[src/hw/comt_pkg.sv]
/*
  Shared constants, register map and types of the current-output tag mapper.
  Assumes a 40 MHz APB clock and one field-device request port per module.
*/
package comt_pkg;
  localparam int NCH = 4;
  localparam int NBLK = 4;
  localparam int NEV = 7;

  // Register byte offsets.
  localparam logic [7:0] A_CTRL = 8'h00;
  localparam logic [7:0] A_IRQ_ST = 8'h04;
  localparam logic [7:0] A_IRQ_MSK = 8'h08;
  localparam logic [7:0] A_STATE = 8'h0C;
  localparam logic [7:0] A_CHCFG = 8'h10;
  localparam logic [7:0] A_OUTV = 8'h20;
  localparam logic [7:0] A_BLKCFG = 8'h30;
  localparam logic [7:0] A_BLKDAT = 8'h40;
  localparam logic [7:0] A_BLKST = 8'h50;
  localparam logic [7:0] A_SMOOTH = 8'h60;

  // Control register fields.
  localparam int CTRL_STOP = 0;
  localparam int CTRL_XCHG = 1;
  localparam int CTRL_FAST = 2;
  localparam int CTRL_WARN = 3;
  localparam int CTRL_DIAG = 4;
  localparam int CTRL_RETRY_LSB = 8;
  localparam int CTRL_EXT_LSB = 12;
  localparam logic [3:0] RETRY_RST = 4'h2;
  localparam logic [3:0] RETRY_MAX = 4'hA;
  localparam logic [2:0] EXT_RST = 3'h0;

  // Currents in microamps.
  localparam logic [15:0] I_MA0 = 16'h0000;
  localparam logic [15:0] I_MA4 = 16'h0FA0;

  // Event bits, shared by the block status byte and the interrupt status.
  localparam int EV_MORE = 0;
  localparam int EV_CFGCHG = 1;
  localparam int EV_CURSPEC = 2;
  localparam int EV_CURSAT = 3;
  localparam int EV_COMMERR = 4;
  localparam int EV_PVLIM = 5;
  localparam int EV_AVLIM = 6;

  // Poll timing.
  localparam int CLK_PERIOD_NS = 25;
  localparam int POLL_GAP_NS = 10000;
  localparam int RSP_TMO_NS = 50000;
  localparam logic [10:0] GAP_CYC = 11'(POLL_GAP_NS / CLK_PERIOD_NS);
  localparam logic [10:0] TMO_CYC = 11'(RSP_TMO_NS / CLK_PERIOD_NS);

  // Smoothing: log2 of samples per mean for each grade.
  localparam logic [2:0] SH_NONE = 3'h0;
  localparam logic [2:0] SH_LOW = 3'h2;
  localparam logic [2:0] SH_AVG = 3'h3;
  localparam logic [2:0] SH_STRONG = 3'h4;

  typedef enum logic [1:0] {RNG_OFF, RNG_0_20, RNG_4_20, RNG_HART} comt_range_t;
  typedef enum logic [1:0] {RCT_ZERO, RCT_SUBST, RCT_HOLD} comt_react_t;
  typedef enum logic [1:0] {SM_NONE, SM_LOW, SM_AVG, SM_STRONG} comt_smooth_t;
  typedef enum logic [2:0] {VAR_NONE, VAR_PV, VAR_AUX1, VAR_AUX2, VAR_AUX3}
    comt_var_t;
  typedef enum logic [1:0] {PS_IDLE = 2'b00, PS_REQ = 2'b01, PS_WAIT = 2'b11,
    PS_GAP = 2'b10} comt_poll_t;

  typedef struct packed {
    logic [15:0] subst;
    logic [9:0] pad;
    comt_smooth_t smooth;
    comt_react_t react;
    comt_range_t range;
  } comt_chcfg_t;

  typedef struct packed {
    logic [26:0] pad;
    comt_var_t var_sel;
    logic [1:0] chan;
  } comt_blkcfg_t;

  typedef struct packed {
    logic valid;
    logic [1:0] chan;
    comt_var_t var_sel;
  } comt_fdreq_t;

  typedef struct packed {
    logic valid;
    logic ok;
    logic [31:0] data;
    logic [7:0] status;
  } comt_fdrsp_t;

  localparam comt_chcfg_t CHCFG_RST = '{I_MA4, 10'h000, SM_NONE, RCT_SUBST,
    RNG_HART};
endpackage : comt_pkg

[src/hw/comt_smooth.sv]
/*
  Block-mean smoother for one channel of converted samples.
  Assumes samples arrive as one-cycle strobes on the same clock.
*/
`timescale 1ns/1ps
`default_nettype none
module comt_smooth
  import comt_pkg::*;
(
  input wire logic pclk, // Bus clock.
  input wire logic presetn, // Asynchronous reset, active low.
  input wire comt_pkg::comt_smooth_t grade, // Smoothing grade.
  input wire logic smp_valid, // Sample strobe.
  input wire logic [15:0] smp, // Converted sample.
  output var logic [15:0] avg_r // Latest mean.
);
  logic [19:0] acc_r;
  logic [3:0] cnt_r;
  logic [2:0] sh;
  logic [19:0] sum;
  comt_smooth_t grade_r;

  always_comb begin
    case (grade)
      SM_LOW: sh = SH_LOW;
      SM_AVG: sh = SH_AVG;
      SM_STRONG: sh = SH_STRONG;
      default: sh = SH_NONE;
    endcase
    sum = acc_r + {4'h0, smp};
  end

  // A grade change restarts the window so no mean mixes two grades.
  always_ff @(posedge pclk or negedge presetn) begin
    if (!presetn) begin
      acc_r <= '0;
      cnt_r <= '0;
      avg_r <= '0;
      grade_r <= SM_NONE;
    end else if (grade != grade_r) begin
      grade_r <= grade;
      acc_r <= '0;
      cnt_r <= '0;
    end else if (smp_valid) begin
      if (cnt_r == 4'((5'h01 << sh) - 5'h01)) begin
        avg_r <= 16'(sum >> sh);
        acc_r <= '0;
        cnt_r <= '0;
      end else begin
        acc_r <= sum;
        cnt_r <= cnt_r + 4'h1;
      end
    end
  end
endmodule : comt_smooth
`default_nettype wire

[src/hw/comt_top.sv]
/*
  Control core of a four-channel current-output module: APB registers,
  stop reaction, substitute values, smoothing, field-device tag polling
  into the input image and diagnostic interrupts.
  Assumes the field-device link logic and the substitute store share pclk.
*/
// Design decisions made here: the register addresses and the APB register port.
// How it works
// On stop: zero, substitute or hold per channel; substitute by default.
// Stored substitutes drive outputs after power-up until exchange starts.
// Smoothing outputs the mean of a grade-selected number of samples.
// Stronger grades average more samples and settle more slowly.
// Input image holds four 5-byte tag blocks, 20 bytes in total.
// The configured count, one to four, selects how many blocks carry tags; the code also accepts 0, which is its reset value.
// Each block has a channel selector, 0 to 3, default 0.
// Each block selects none, primary or auxiliary one to three; default none.
// The field device must provide every variable assigned to it.
// Failed transactions retry 0 to 10 times, default 2, then report error.
// Fast command mode polls back to back without gaps; off by default.
// Warning enable gates more-status and config-changed interrupts.
// Diagnostics enable gates current, communication and limit interrupts.
// Blocks set to none are never polled and read as zero.
`timescale 1ns/1ps
`default_nettype none
module comt_top (
  input wire logic pclk, // Bus clock, 40 MHz.
  input wire logic presetn, // Asynchronous reset, active low.
  input wire logic psel, // APB select.
  input wire logic penable, // APB enable.
  input wire logic pwrite, // APB direction.
  input wire logic [7:0] paddr, // APB byte address.
  input wire logic [31:0] pwdata, // APB write data.
  output var logic [31:0] prdata, // APB read data.
  output var logic pready, // APB ready.
  output var logic pslverr, // APB error on unmapped address.
  input wire logic [comt_pkg::NCH-1:0] adc_valid, // Sample strobes.
  input wire logic [comt_pkg::NCH-1:0][15:0] adc_data, // Samples.
  output var logic [comt_pkg::NCH-1:0][15:0] ao_value, // Output currents.
  input wire logic nv_rd_valid, // Stored substitutes valid.
  input wire logic [comt_pkg::NCH-1:0][15:0] nv_rd_data, // Stored values.
  output var logic nv_wr, // Store one substitute, pulse.
  output var logic [1:0] nv_wr_chan, // Channel to store.
  output var logic [15:0] nv_wr_data, // Value to store.
  output var comt_pkg::comt_fdreq_t fd_req, // Field-device request.
  input wire comt_pkg::comt_fdrsp_t fd_rsp, // Field-device response.
  output var logic irq // Diagnostic interrupt, level.
);
  import comt_pkg::*;

  logic stop_r, xchg_r, fast_r, warn_en_r, diag_en_r;
  logic [3:0] retries_r;
  logic [2:0] ext_r;
  logic exch_seen_r, nv_loaded_r;
  comt_chcfg_t chcfg_r [NCH];
  logic [15:0] outv_r [NCH];
  logic [15:0] ao_r [NCH];
  logic [15:0] sm_val [NCH];
  comt_blkcfg_t blkcfg_r [NBLK];
  logic [31:0] blk_data_r [NBLK];
  logic [7:0] blk_st_r [NBLK];
  logic [NBLK-1:0] blk_act;
  logic [NEV-1:0] irq_st_r, irq_msk_r, ev_set;
  comt_poll_t st_r;
  logic [1:0] idx_r;
  logic [3:0] tries_r;
  logic [10:0] tmr_r;
  comt_fdreq_t fd_req_r;
  logic [31:0] prdata_r, rd_val;
  logic pready_r, pslverr_r, irq_r, nv_wr_r;
  logic [1:0] nv_wr_chan_r;
  logic [15:0] nv_wr_data_r;
  logic hit, acc_wr, wr_ctrl, wr_irqst, wr_irqmsk, wr_chcfg, wr_outv, wr_blk;
  logic [1:0] ix;
  logic [3:0] retry_wr;
  comt_chcfg_t wr_cfg;
  logic rsp_ok, fail, give_up;

  assign prdata = prdata_r;
  assign pready = pready_r;
  assign pslverr = pslverr_r;
  assign irq = irq_r;
  assign nv_wr = nv_wr_r;
  assign nv_wr_chan = nv_wr_chan_r;
  assign nv_wr_data = nv_wr_data_r;
  assign fd_req = fd_req_r;

  // Address decode; every access completes with no wait state.
  always_comb begin
    ix = paddr[3:2];
    hit = (paddr[1:0] == 2'h0);
    rd_val = '0;
    if (paddr == A_CTRL) begin
      rd_val[CTRL_STOP] = stop_r;
      rd_val[CTRL_XCHG] = xchg_r;
      rd_val[CTRL_FAST] = fast_r;
      rd_val[CTRL_WARN] = warn_en_r;
      rd_val[CTRL_DIAG] = diag_en_r;
      rd_val[CTRL_RETRY_LSB +: 4] = retries_r;
      rd_val[CTRL_EXT_LSB +: 3] = ext_r;
    end else if (paddr == A_IRQ_ST) begin
      rd_val[NEV-1:0] = irq_st_r;
    end else if (paddr == A_IRQ_MSK) begin
      rd_val[NEV-1:0] = irq_msk_r;
    end else if (paddr == A_STATE) begin
      rd_val = {24'h0, tries_r, idx_r, exch_seen_r, nv_loaded_r};
    end else if (paddr[7:4] == A_CHCFG[7:4]) begin
      rd_val = chcfg_r[ix];
    end else if (paddr[7:4] == A_OUTV[7:4]) begin
      rd_val = {16'h0, outv_r[ix]};
    end else if (paddr[7:4] == A_BLKCFG[7:4]) begin
      rd_val = blkcfg_r[ix];
    end else if (paddr[7:4] == A_BLKDAT[7:4]) begin
      rd_val = blk_data_r[ix];
    end else if (paddr[7:4] == A_BLKST[7:4]) begin
      rd_val = {24'h0, blk_st_r[ix]};
    end else if (paddr[7:4] == A_SMOOTH[7:4]) begin
      rd_val = {16'h0, sm_val[ix]};
    end else begin
      hit = 1'b0;
    end
  end

  always_comb begin
    acc_wr = psel && penable && pwrite && pready_r && hit;
    wr_ctrl = acc_wr && (paddr == A_CTRL);
    wr_irqst = acc_wr && (paddr == A_IRQ_ST);
    wr_irqmsk = acc_wr && (paddr == A_IRQ_MSK);
    wr_chcfg = acc_wr && (paddr[7:4] == A_CHCFG[7:4]);
    wr_outv = acc_wr && (paddr[7:4] == A_OUTV[7:4]);
    wr_blk = acc_wr && (paddr[7:4] == A_BLKCFG[7:4]);
    retry_wr = pwdata[CTRL_RETRY_LSB +: 4];
    if (retry_wr > RETRY_MAX) begin
      retry_wr = RETRY_MAX;
    end
    // A range change with the substitute left alone takes the range default.
    wr_cfg = comt_chcfg_t'(pwdata);
    wr_cfg.pad = '0;
    if (wr_cfg.range != chcfg_r[ix].range &&
        wr_cfg.subst == chcfg_r[ix].subst) begin
      wr_cfg.subst = (wr_cfg.range == RNG_0_20) ? I_MA0 : I_MA4;
    end
  end

  always_ff @(posedge pclk or negedge presetn) begin
    if (!presetn) begin
      pready_r <= 1'b0;
      pslverr_r <= 1'b0;
      prdata_r <= '0;
    end else begin
      pready_r <= psel && !penable;
      pslverr_r <= psel && !penable && !hit;
      prdata_r <= (psel && !penable && !pwrite) ? rd_val : '0;
    end
  end

  always_ff @(posedge pclk or negedge presetn) begin
    if (!presetn) begin
      stop_r <= 1'b0;
      xchg_r <= 1'b0;
      fast_r <= 1'b0;
      warn_en_r <= 1'b0;
      diag_en_r <= 1'b0;
      retries_r <= RETRY_RST;
      ext_r <= EXT_RST;
      exch_seen_r <= 1'b0;
    end else if (wr_ctrl) begin
      stop_r <= pwdata[CTRL_STOP];
      xchg_r <= pwdata[CTRL_XCHG];
      fast_r <= pwdata[CTRL_FAST];
      warn_en_r <= pwdata[CTRL_WARN];
      diag_en_r <= pwdata[CTRL_DIAG];
      retries_r <= retry_wr;
      ext_r <= (pwdata[CTRL_EXT_LSB +: 3] > 3'h4) ? 3'h4 :
               pwdata[CTRL_EXT_LSB +: 3];
      if (pwdata[CTRL_XCHG]) begin
        exch_seen_r <= 1'b1;
      end
    end
  end

  // Substitutes come back from the store once after reset.
  always_ff @(posedge pclk or negedge presetn) begin
    if (!presetn) begin
      nv_loaded_r <= 1'b0;
      nv_wr_r <= 1'b0;
      nv_wr_chan_r <= '0;
      nv_wr_data_r <= '0;
      for (int c = 0; c < NCH; c++) begin
        chcfg_r[c] <= CHCFG_RST;
        outv_r[c] <= '0;
      end
    end else begin
      nv_wr_r <= 1'b0;
      if (nv_rd_valid && !nv_loaded_r) begin
        nv_loaded_r <= 1'b1;
        for (int c = 0; c < NCH; c++) begin
          chcfg_r[c].subst <= nv_rd_data[c];
        end
      end
      if (wr_chcfg) begin
        chcfg_r[ix] <= wr_cfg;
        nv_wr_r <= (wr_cfg.subst != chcfg_r[ix].subst);
        nv_wr_chan_r <= ix;
        nv_wr_data_r <= wr_cfg.subst;
      end
      if (wr_outv) begin
        outv_r[ix] <= pwdata[15:0];
      end
    end
  end

  always_ff @(posedge pclk or negedge presetn) begin
    if (!presetn) begin
      for (int b = 0; b < NBLK; b++) begin
        blkcfg_r[b] <= '{27'h0, VAR_NONE, 2'h0};
      end
    end else if (wr_blk) begin
      blkcfg_r[ix] <= '{27'h0, comt_var_t'(pwdata[4:2]), pwdata[1:0]};
    end
  end

  genvar g;
  generate
    for (g = 0; g < NCH; g++) begin : gen_ch
      comt_smooth u_smooth (
        .pclk(pclk),
        .presetn(presetn),
        .grade(chcfg_r[g].smooth),
        .smp_valid(adc_valid[g]),
        .smp(adc_data[g]),
        .avg_r(sm_val[g])
      );

      always_ff @(posedge pclk or negedge presetn) begin
        if (!presetn) begin
          ao_r[g] <= I_MA0;
        end else if (chcfg_r[g].range == RNG_OFF) begin
          ao_r[g] <= I_MA0;
        end else if (!exch_seen_r) begin
          ao_r[g] <= chcfg_r[g].subst;
        end else if (stop_r) begin
          case (chcfg_r[g].react)
            RCT_ZERO: ao_r[g] <= I_MA0;
            RCT_HOLD: ao_r[g] <= ao_r[g];
            default: ao_r[g] <= chcfg_r[g].subst;
          endcase
        end else begin
          ao_r[g] <= outv_r[g];
        end
      end
    end
  endgenerate
  assign ao_value = {ao_r[3], ao_r[2], ao_r[1], ao_r[0]};

  always_comb begin
    for (int b = 0; b < NBLK; b++) begin
      blk_act[b] = (3'(b) < ext_r) &&
                   (blkcfg_r[b].var_sel != VAR_NONE);
    end
    rsp_ok = (st_r == PS_WAIT) && fd_rsp.valid && fd_rsp.ok;
    // A refused or missing variable counts as a failed transaction.
    fail = (st_r == PS_WAIT) && ((fd_rsp.valid && !fd_rsp.ok) ||
           (!fd_rsp.valid && tmr_r == TMO_CYC));
    give_up = fail && (tries_r >= retries_r);
  end

  // Poll sequencer walks the blocks; fast mode drops the inter-poll gap.
  always_ff @(posedge pclk or negedge presetn) begin
    if (!presetn) begin
      st_r <= PS_IDLE;
      idx_r <= '0;
      tries_r <= '0;
      tmr_r <= '0;
      fd_req_r <= '0;
    end else begin
      fd_req_r.valid <= 1'b0;
      case (st_r)
        PS_IDLE: begin
          if (blk_act[idx_r]) begin
            st_r <= PS_REQ;
          end else begin
            idx_r <= idx_r + 2'h1;
          end
        end
        PS_REQ: begin
          fd_req_r.valid <= 1'b1;
          fd_req_r.chan <= blkcfg_r[idx_r].chan;
          fd_req_r.var_sel <= blkcfg_r[idx_r].var_sel;
          tmr_r <= '0;
          st_r <= PS_WAIT;
        end
        PS_WAIT: begin
          tmr_r <= tmr_r + 11'h001;
          if (rsp_ok || give_up) begin
            tries_r <= '0;
            idx_r <= idx_r + 2'h1;
            tmr_r <= '0;
            st_r <= fast_r ? PS_IDLE : PS_GAP;
          end else if (fail) begin
            tries_r <= tries_r + 4'h1;
            st_r <= PS_REQ;
          end
        end
        PS_GAP: begin
          if (tmr_r >= GAP_CYC - 11'h001) begin
            tmr_r <= '0;
            st_r <= PS_IDLE;
          end else begin
            tmr_r <= tmr_r + 11'h001;
          end
        end
        default: st_r <= PS_IDLE;
      endcase
    end
  end

  always_ff @(posedge pclk or negedge presetn) begin
    if (!presetn) begin
      for (int b = 0; b < NBLK; b++) begin
        blk_data_r[b] <= '0;
        blk_st_r[b] <= '0;
      end
    end else begin
      for (int b = 0; b < NBLK; b++) begin
        if (!blk_act[b]) begin
          blk_data_r[b] <= '0;
          blk_st_r[b] <= '0;
        end else if (idx_r == 2'(b) && rsp_ok) begin
          blk_data_r[b] <= fd_rsp.data;
          blk_st_r[b] <= fd_rsp.status;
        end else if (idx_r == 2'(b) && give_up) begin
          blk_st_r[b][EV_COMMERR] <= 1'b1;
        end
      end
    end
  end

  always_comb begin
    ev_set = '0;
    if (rsp_ok) begin
      ev_set[EV_MORE] = warn_en_r && fd_rsp.status[EV_MORE];
      ev_set[EV_CFGCHG] = warn_en_r && fd_rsp.status[EV_CFGCHG];
      ev_set[EV_CURSPEC] = diag_en_r && fd_rsp.status[EV_CURSPEC];
      ev_set[EV_CURSAT] = diag_en_r && fd_rsp.status[EV_CURSAT];
      ev_set[EV_PVLIM] = diag_en_r && fd_rsp.status[EV_PVLIM];
      ev_set[EV_AVLIM] = diag_en_r && fd_rsp.status[EV_AVLIM];
    end
    ev_set[EV_COMMERR] = diag_en_r && give_up;
  end

  // A new event in the clearing cycle survives the clear.
  always_ff @(posedge pclk or negedge presetn) begin
    if (!presetn) begin
      irq_st_r <= '0;
      irq_msk_r <= '0;
      irq_r <= 1'b0;
    end else begin
      irq_st_r <= (irq_st_r & ~(wr_irqst ? pwdata[NEV-1:0] : '0)) | ev_set;
      if (wr_irqmsk) begin
        irq_msk_r <= pwdata[NEV-1:0];
      end
      irq_r <= |(irq_st_r & irq_msk_r);
    end
  end
endmodule : comt_top
`default_nettype wire

[config.mk]
export PLATFORM = sky130hd
export DESIGN_NAME = comt_top
export DESIGN_NICKNAME = d
export VERILOG_FILES = /design/src/hw/comt_pkg.sv /design/src/hw/comt_smooth.sv /design/src/hw/comt_top.sv
export SDC_FILE = /design/constraint.sdc
export NUM_CORES = 2
export LEC_CHECK = 0
export BUFFER_PORTS_ARGS = -buffer_cell sky130_fd_sc_hd__buf_2
export CAP_MARGIN = 15
export CORE_MARGIN = 5
export CORE_UTILIZATION = 35
export CTS_CLUSTER_SIZE = 16
export DETAILED_ROUTE_END_ITERATION = 16
export SLEW_MARGIN = 40
export SYNTH_ARGS = -nofsm -noshare
export SYNTH_HDL_FRONTEND = slang
export SYNTH_HIERARCHICAL = 1
export SYNTH_SLANG_ARGS = --single-unit
[constraint.sdc]
create_clock -name pclk -period 3.2 [get_ports pclk]
set_clock_uncertainty 0.1 [all_clocks]
set_input_delay 0.64 -clock pclk [delete_from_list [all_inputs] [get_ports pclk]]
set_output_delay 0.64 -clock pclk [all_outputs]
set_load 0.02 [all_outputs]
### Yosys cells after proc, flatten, opt, wreduce, memory -nomap -nowiden

Index checks and enable logic that the tools add are counted.

| cells by class | value |
|---|---|
| add/sub/neg operators | 15 |
| $lt $le $gt $ge | 12 |
| eq/ne operators | 61 |
| shift operators | 8 |
| mux-type cells | 156 |
| bitwise gates (word level) | 10 |
| reductions and logical operators | 81 |

Operators with widths:

| kind | number |
|---|---|
| 32-bit 2-to-1 mux | 21 |
| 16-bit 2-to-1 mux | 24 |
| 32-bit binary-select mux with 2-bit select | 4 |
| 128-bit bitwise mux | 2 |
| 20-bit 2-to-1 mux | 12 |
| 128-bit 2-to-1 mux | 1 |
| 16-bit case mux with 2 select lines | 4 |
| 20-bit by 16-bit adder with 20-bit output | 4 |
| 4-bit 2-to-1 mux | 20 |
| 20-bit by 3-bit >> shifter with 16-bit output | 4 |
| 16-bit binary-select mux with 2-bit select | 2 |
| 64-bit bitwise mux | 1 |
| 32-bit demux with 2-bit select | 1 |
| 25-bit 2-to-1 mux | 2 |
| 8-bit 2-to-1 mux | 6 |
| 1-bit logical AND | 41 |
| 3-bit case mux with 3 select lines | 4 |
| 11-bit case mux with 3 select lines | 1 |
| 16-bit demux with 2-bit select | 1 |
| 2-bit equality test, second input constant | 16 |
| 7-bit 2-to-1 mux | 4 |
| 2-bit logical NOT | 11 |
| 11-bit 2-to-1 mux | 2 |
| 4-bit by 1-bit adder with 4-bit output, second input constant | 5 |
| other kinds (53) | 150 |

| storage, ports and cells | value |
|---|---|
| register bits | 819 |
| input port bits | 220 |
| output and inout port bits | 124 |
| word-level logic and storage cells | 436 |

### Depth between registers and ports, before layout

| depth | value |
|---|---|
| word-level depth | 17 |
| mapped depth | 11 |
| gate-level depth less buffers | 11 |

### Cells and area by module

Netlist, hierarchy kept.

By module, submodules not included:

| module | instances | cells an instance | area each (um^2) |
|---|---|---|---|
| comt_top | 1 | 1,921 | 23,837.9 |
| comt_smooth | 4 | 404 | 3,472.1 |

### Worst setup path before layout

No wires, ideal clock.

| timing path | value |
|---|---|
| kind | in2reg |
| start | input port adc_data[0] (netlist bit) |
| end | register gen_ch[0].u_smooth.avg_r[13] |
| data arrival time | 2.924 ns |
| required time | 2.978 ns |
| slack | 0.054 ns |
| cell stages on the path | 11 |
| path buffers | 0 |
| path through | ha_1 -> inv_1 -> fa_1 -> nand2b_1 -> a21oi_1 -> nor2_1 -> o211ai_1 -> xor2_1 -> mux4_2 -> or2_0 -> a32o_1 |

| on the way | value |
|---|---|
| longest elaborated chain between the ends | 2 |

RTL lines:

| what | RTL line | text |
|---|---|---|
| from (decl) | comt_top.sv:37 | `input wire logic [comt_pkg::NCH-1:0][15:0] adc_data,` |
| 20-bit by 16-bit adder with 20-bit output | comt_smooth.sv:30 | `sum = acc_r + {4'h0, smp};` |
| 20-bit by 3-bit >> shifter with 16-bit output | comt_smooth.sv:46 | `avg_r <= 16'(sum >> sh);` |
| to (signal assigned) | comt_smooth.sv:46 |  |
| to (decl) | comt_smooth.sv:15 | `output var logic [15:0] avg_r` |

Every way passes these cells.
A chain may end at the register's enable or synchronous reset.

### Worst setup path in the final report

| timing path | value |
|---|---|
| start | register gen_ch[3].u_smooth.acc_r[0] |
| end | register gen_ch[3].u_smooth.avg_r[8] |

| on the way | value |
|---|---|
| longest elaborated chain between the ends | 2 |

RTL lines:

| what | RTL line | text |
|---|---|---|
| from (decl) | comt_smooth.sv:17 | `logic [19:0] acc_r;` |
| from (signal assigned) | comt_smooth.sv:50 | `acc_r <= sum;` |
| 20-bit by 16-bit adder with 20-bit output | comt_smooth.sv:30 |  |
| 20-bit by 3-bit >> shifter with 16-bit output | comt_smooth.sv:46 |  |
| to (signal assigned) | comt_smooth.sv:46 |  |
| to (decl) | comt_smooth.sv:15 |  |

Every way passes these cells.

==> results.sh <==
export IMPL_dieArea_mm2=0.114
export IMPL_finalHoldViolCount=0
export IMPL_cts_path_max_buffers=3
export IMPL_nets=4341
export IMPL_first_pass_iters=8
export IMPL_max_freq_ghz=0.333
export IMPL_wl_per_cell_um=23.9
export IMPL_status="completed"
export IMPL_clock_latency_ns=0.69
export IMPL_synth_top_area_frac=0.421
export IMPL_start_kind="flip-flop"
export IMPL_core_area_mm2=0.107
export IMPL_cts_tree="yes"
export IMPL_synth_cell_type_count=79
export IMPL_dpl_hpwl_um=97100
export IMPL_dp_cells=5329
export IMPL_vias_per_cell=5.70
export IMPL_crit_required_ns=3.63
export IMPL_fin_ws_ns=0.194
export IMPL_final_util=0.425
export IMPL_rows=120
export IMPL_pin_count=344
export IMPL_place_ws_ns=-0.178
export IMPL_syn_avg_cell_area_um2=10.7
export IMPL_start_util=0.352
export IMPL_dr_total_vias=31300
export IMPL_cp_max_fo=3
export IMPL_antenna_found_initial=28
export IMPL_drv_slew=0
export IMPL_syn_area_mm2=0.0377
export IMPL_io_buffers=343
export IMPL_slew_headroom=0.456
export IMPL_post_route_min_period_ns=3.01
export IMPL_cts_htree_levels=3
export IMPL_synthArstFlopShare=1.00
export IMPL_grt_max_degree=123
export IMPL_drc_errors=0
export IMPL_post_route_period_util=0.939
export IMPL_synth_nets=3869
export IMPL_yosys_register_bits=671
export IMPL_cts_sinks=671
export IMPL_grt_overflow=0
export IMPL_area_growth_pct=20.7
export IMPL_gp_congestion=0.925
export IMPL_drtIter0Drc=2774
export IMPL_end_kind="flip-flop"
export IMPL_p_leak_uw=0.0208
export IMPL_clkTransAtPathRegs_ns=0.06
export IMPL_cts_root_buffer="clkbuf_16"
export IMPL_fin_cells=5489
export IMPL_synth_flop_cell="dfrtp_1"
export IMPL_synth_seq_area_share=0.446
export IMPL_rrSetupSlack_ns=0.19
export IMPL_numCtsBuffers=79
export IMPL_antenna_left=0
export IMPL_drive_gt1_frac=0.289
export IMPL_synth_area_top_cells="dfrtp_1 42%, mux4_2 7.8%, mux2_2 5.0%"
export IMPL_drv_cap=0
export IMPL_synth_edff_count=0
export IMPL_seq_area_mm2=0.0168
export IMPL_ys_warn_count=6
export IMPL_p_per_area_mw_per_mm2=715
export IMPL_grt_total_usage=0.222
export IMPL_die_w_um=338
export IMPL_postCtsSetupBuffers=0
export IMPL_synthesis_instances=3537
export IMPL_drt_total_wl_um=131000
export IMPL_rsz0062_at_grt="no"
export IMPL_synth_area_leader_cell="dfrtp_1"
export IMPL_grt_pass1_wl_um=199000
export IMPL_setup_viol=0
export IMPL_multiInputGateArea_mm2=0.0197
export IMPL_n_fill_cell=10200
export IMPL_grt_pass1_vias=30800
export IMPL_hp_class="in -> reg"
export IMPL_irDropWorstVdd_uv=532
export IMPL_dieHeight_um=338
export IMPL_worstPathArrival_ns=3.44
export IMPL_critPathKind="reg -> reg"
export IMPL_tightest_slew_ns=0.816
## routing by layer
metal | wire length, um | track usage | vias up
li1 | - | - | 14200
met3 | 10200 | 0.0511 | 193
met1 | 59000 | 0.319 | 15800
met4 | 4330 | 0.0745 | 4
met2 | 57700 | 0.332 | 1148
met5 | 21 | 0.00292 | -
## final timing paths
kind                                                                  to  cells after the start                                    start
worst max-delay path             gen_ch[3].u_smooth/avg_r[8]$_DFFE_PN0P_                     12  gen_ch[3].u_smooth/acc_r[0]$_DFFE_PN0P_
worst min-delay path                             nv_loaded_r$_DFFE_PN0P_                      2                              nv_rd_valid
worst max register to register   gen_ch[3].u_smooth/avg_r[8]$_DFFE_PN0P_                     12  gen_ch[3].u_smooth/acc_r[0]$_DFFE_PN0P_
worst min register to register                  ao_value[63]$_DFFE_PN0P_                      2                 ao_value[63]$_DFFE_PN0P_
max in group asynchronous                       ao_value[40]$_DFFE_PN0P_                      3                                  presetn
min in group asynchronous       gen_ch[0].u_smooth/acc_r[11]$_DFFE_PN0P_                      2                                  presetn
## repair_timing
action / CTS / global route
hold buffers: 2 / 0
resized for setup: 0 / 1
hold endpoints to repair: 22 / 0
endpoints found under the setup margin: 0 / 3
## state kept, by name (all words and copies together), names as in the netlist, 3 cells and up
name and count:
gen_ch.u_smooth/grade_r 8, ext_r 3, outv_r 64, irq_msk_r 7
blkcfg_r 20, chcfg_r 88, blk_st_r 32, irq_st_r 7
gen_ch.u_smooth/cnt_r 16, fd_req 6, tries_r 4, gen_ch.u_smooth/acc_r 80
ao_value 64, retries_r 4, blk_data_r 128, gen_ch.u_smooth/avg_r 64
nv_wr_data 16, prdata 32, tmr_r 11
## layout by cell type (no fill, tap or decap), types with 45 or more instances in the layout
cell	count
xnor2_1	65
a22oi_1	106
mux4_2	131
nand3_1	91
buf_4	279
a21oi_1	175
o21ai_0	205
mux2i_1	70
dfrtp_1	634
inv_1	54
mux2_2	166
nor2b_1	55
nand2_1	353
a211oi_1	68
buf_2	340
nor3_1	45
ha_1	108
nor2_1	190
clkbuf_16	79
a22o_1	200
## kinds of logic after synthesis
group / Yosys count / share of synthesized area
AOI/OAI and AO/OA: 1052 / 0.193
xor gates and xnor gates: 109 / 0.0253
muxes: 374 / 0.149
adders and majority gates: 112 / 0.0379
and+or+nand+nor: 912 / 0.114
DFF: 671 / 0.446
buffers and inverters: 307 / 0.0346
## power by group
part	switching, uW	internal (uW)	leakage, uW
clock network	3980	5350	0.00133
logic	6810	5680	0.0106
registers	1130	9630	0.00887
total	11900	20700	0.0208
## cell usage after synthesis, types with 25 or more instances
cell      instances
a211oi_1         68
a21o_1           25
a21oi_1         180
a22o_1          200
a22oi_1         106
and3_1           36
buf_2            32
clkbuf_1        186
dfrtp_1         634
dfstp_2          37
ha_1            108
inv_1            54
mux2_2          166
mux2i_1          70
mux4_2          131
nand2_1         353
nand2b_1         26
nand3_1          91
nor2_1          196
nor2b_1          57
nor3_1           47
o211ai_1         42
o21ai_0         205
o21ai_1          44
xnor2_1          65
xor2_1           44
## layout make-up
cell class / count / share of cell area
clock inverters: 32 / 0.00956
flip-flops and latches: 671 / 0.370
repair buffers: 644 / 0.0936
well taps: 1403 / 0.0385
multi-input cells: 2559 / 0.434
clock buffers: 111 / 0.0498
diodes: 15 / 0.000824
inverters: 54 / 0.00445
## stage by stage
stage	total power, uW	hold slack [ns]	area (um2)	TNS, ns
after floorplan	18300	0.244	37700	0
after global placement	23100	0.360	42800	-2.26
after detailed placement	23200	0.367	42800	-3.86
after CTS	32700	0.0340	45500	0
after global routing	34400	0.0468	45500	0
final	32600	0.0743	45500	0
## critical path, stage by stage, from the launching register on
cell       delay [ns]
dfrtp_1          0.37
ha_1             0.23
inv_1            0.08
fa_1             0.17
nand2b_1         0.15
a21oi_1          0.09
buf_4            0.16
o21a_1           0.22
o311ai_1         0.60
buf_4            0.23
o2bb2ai_1        0.14
a211oi_1         0.07
a221o_1          0.27
Note: power is estimated with default switching activity, not from simulation.
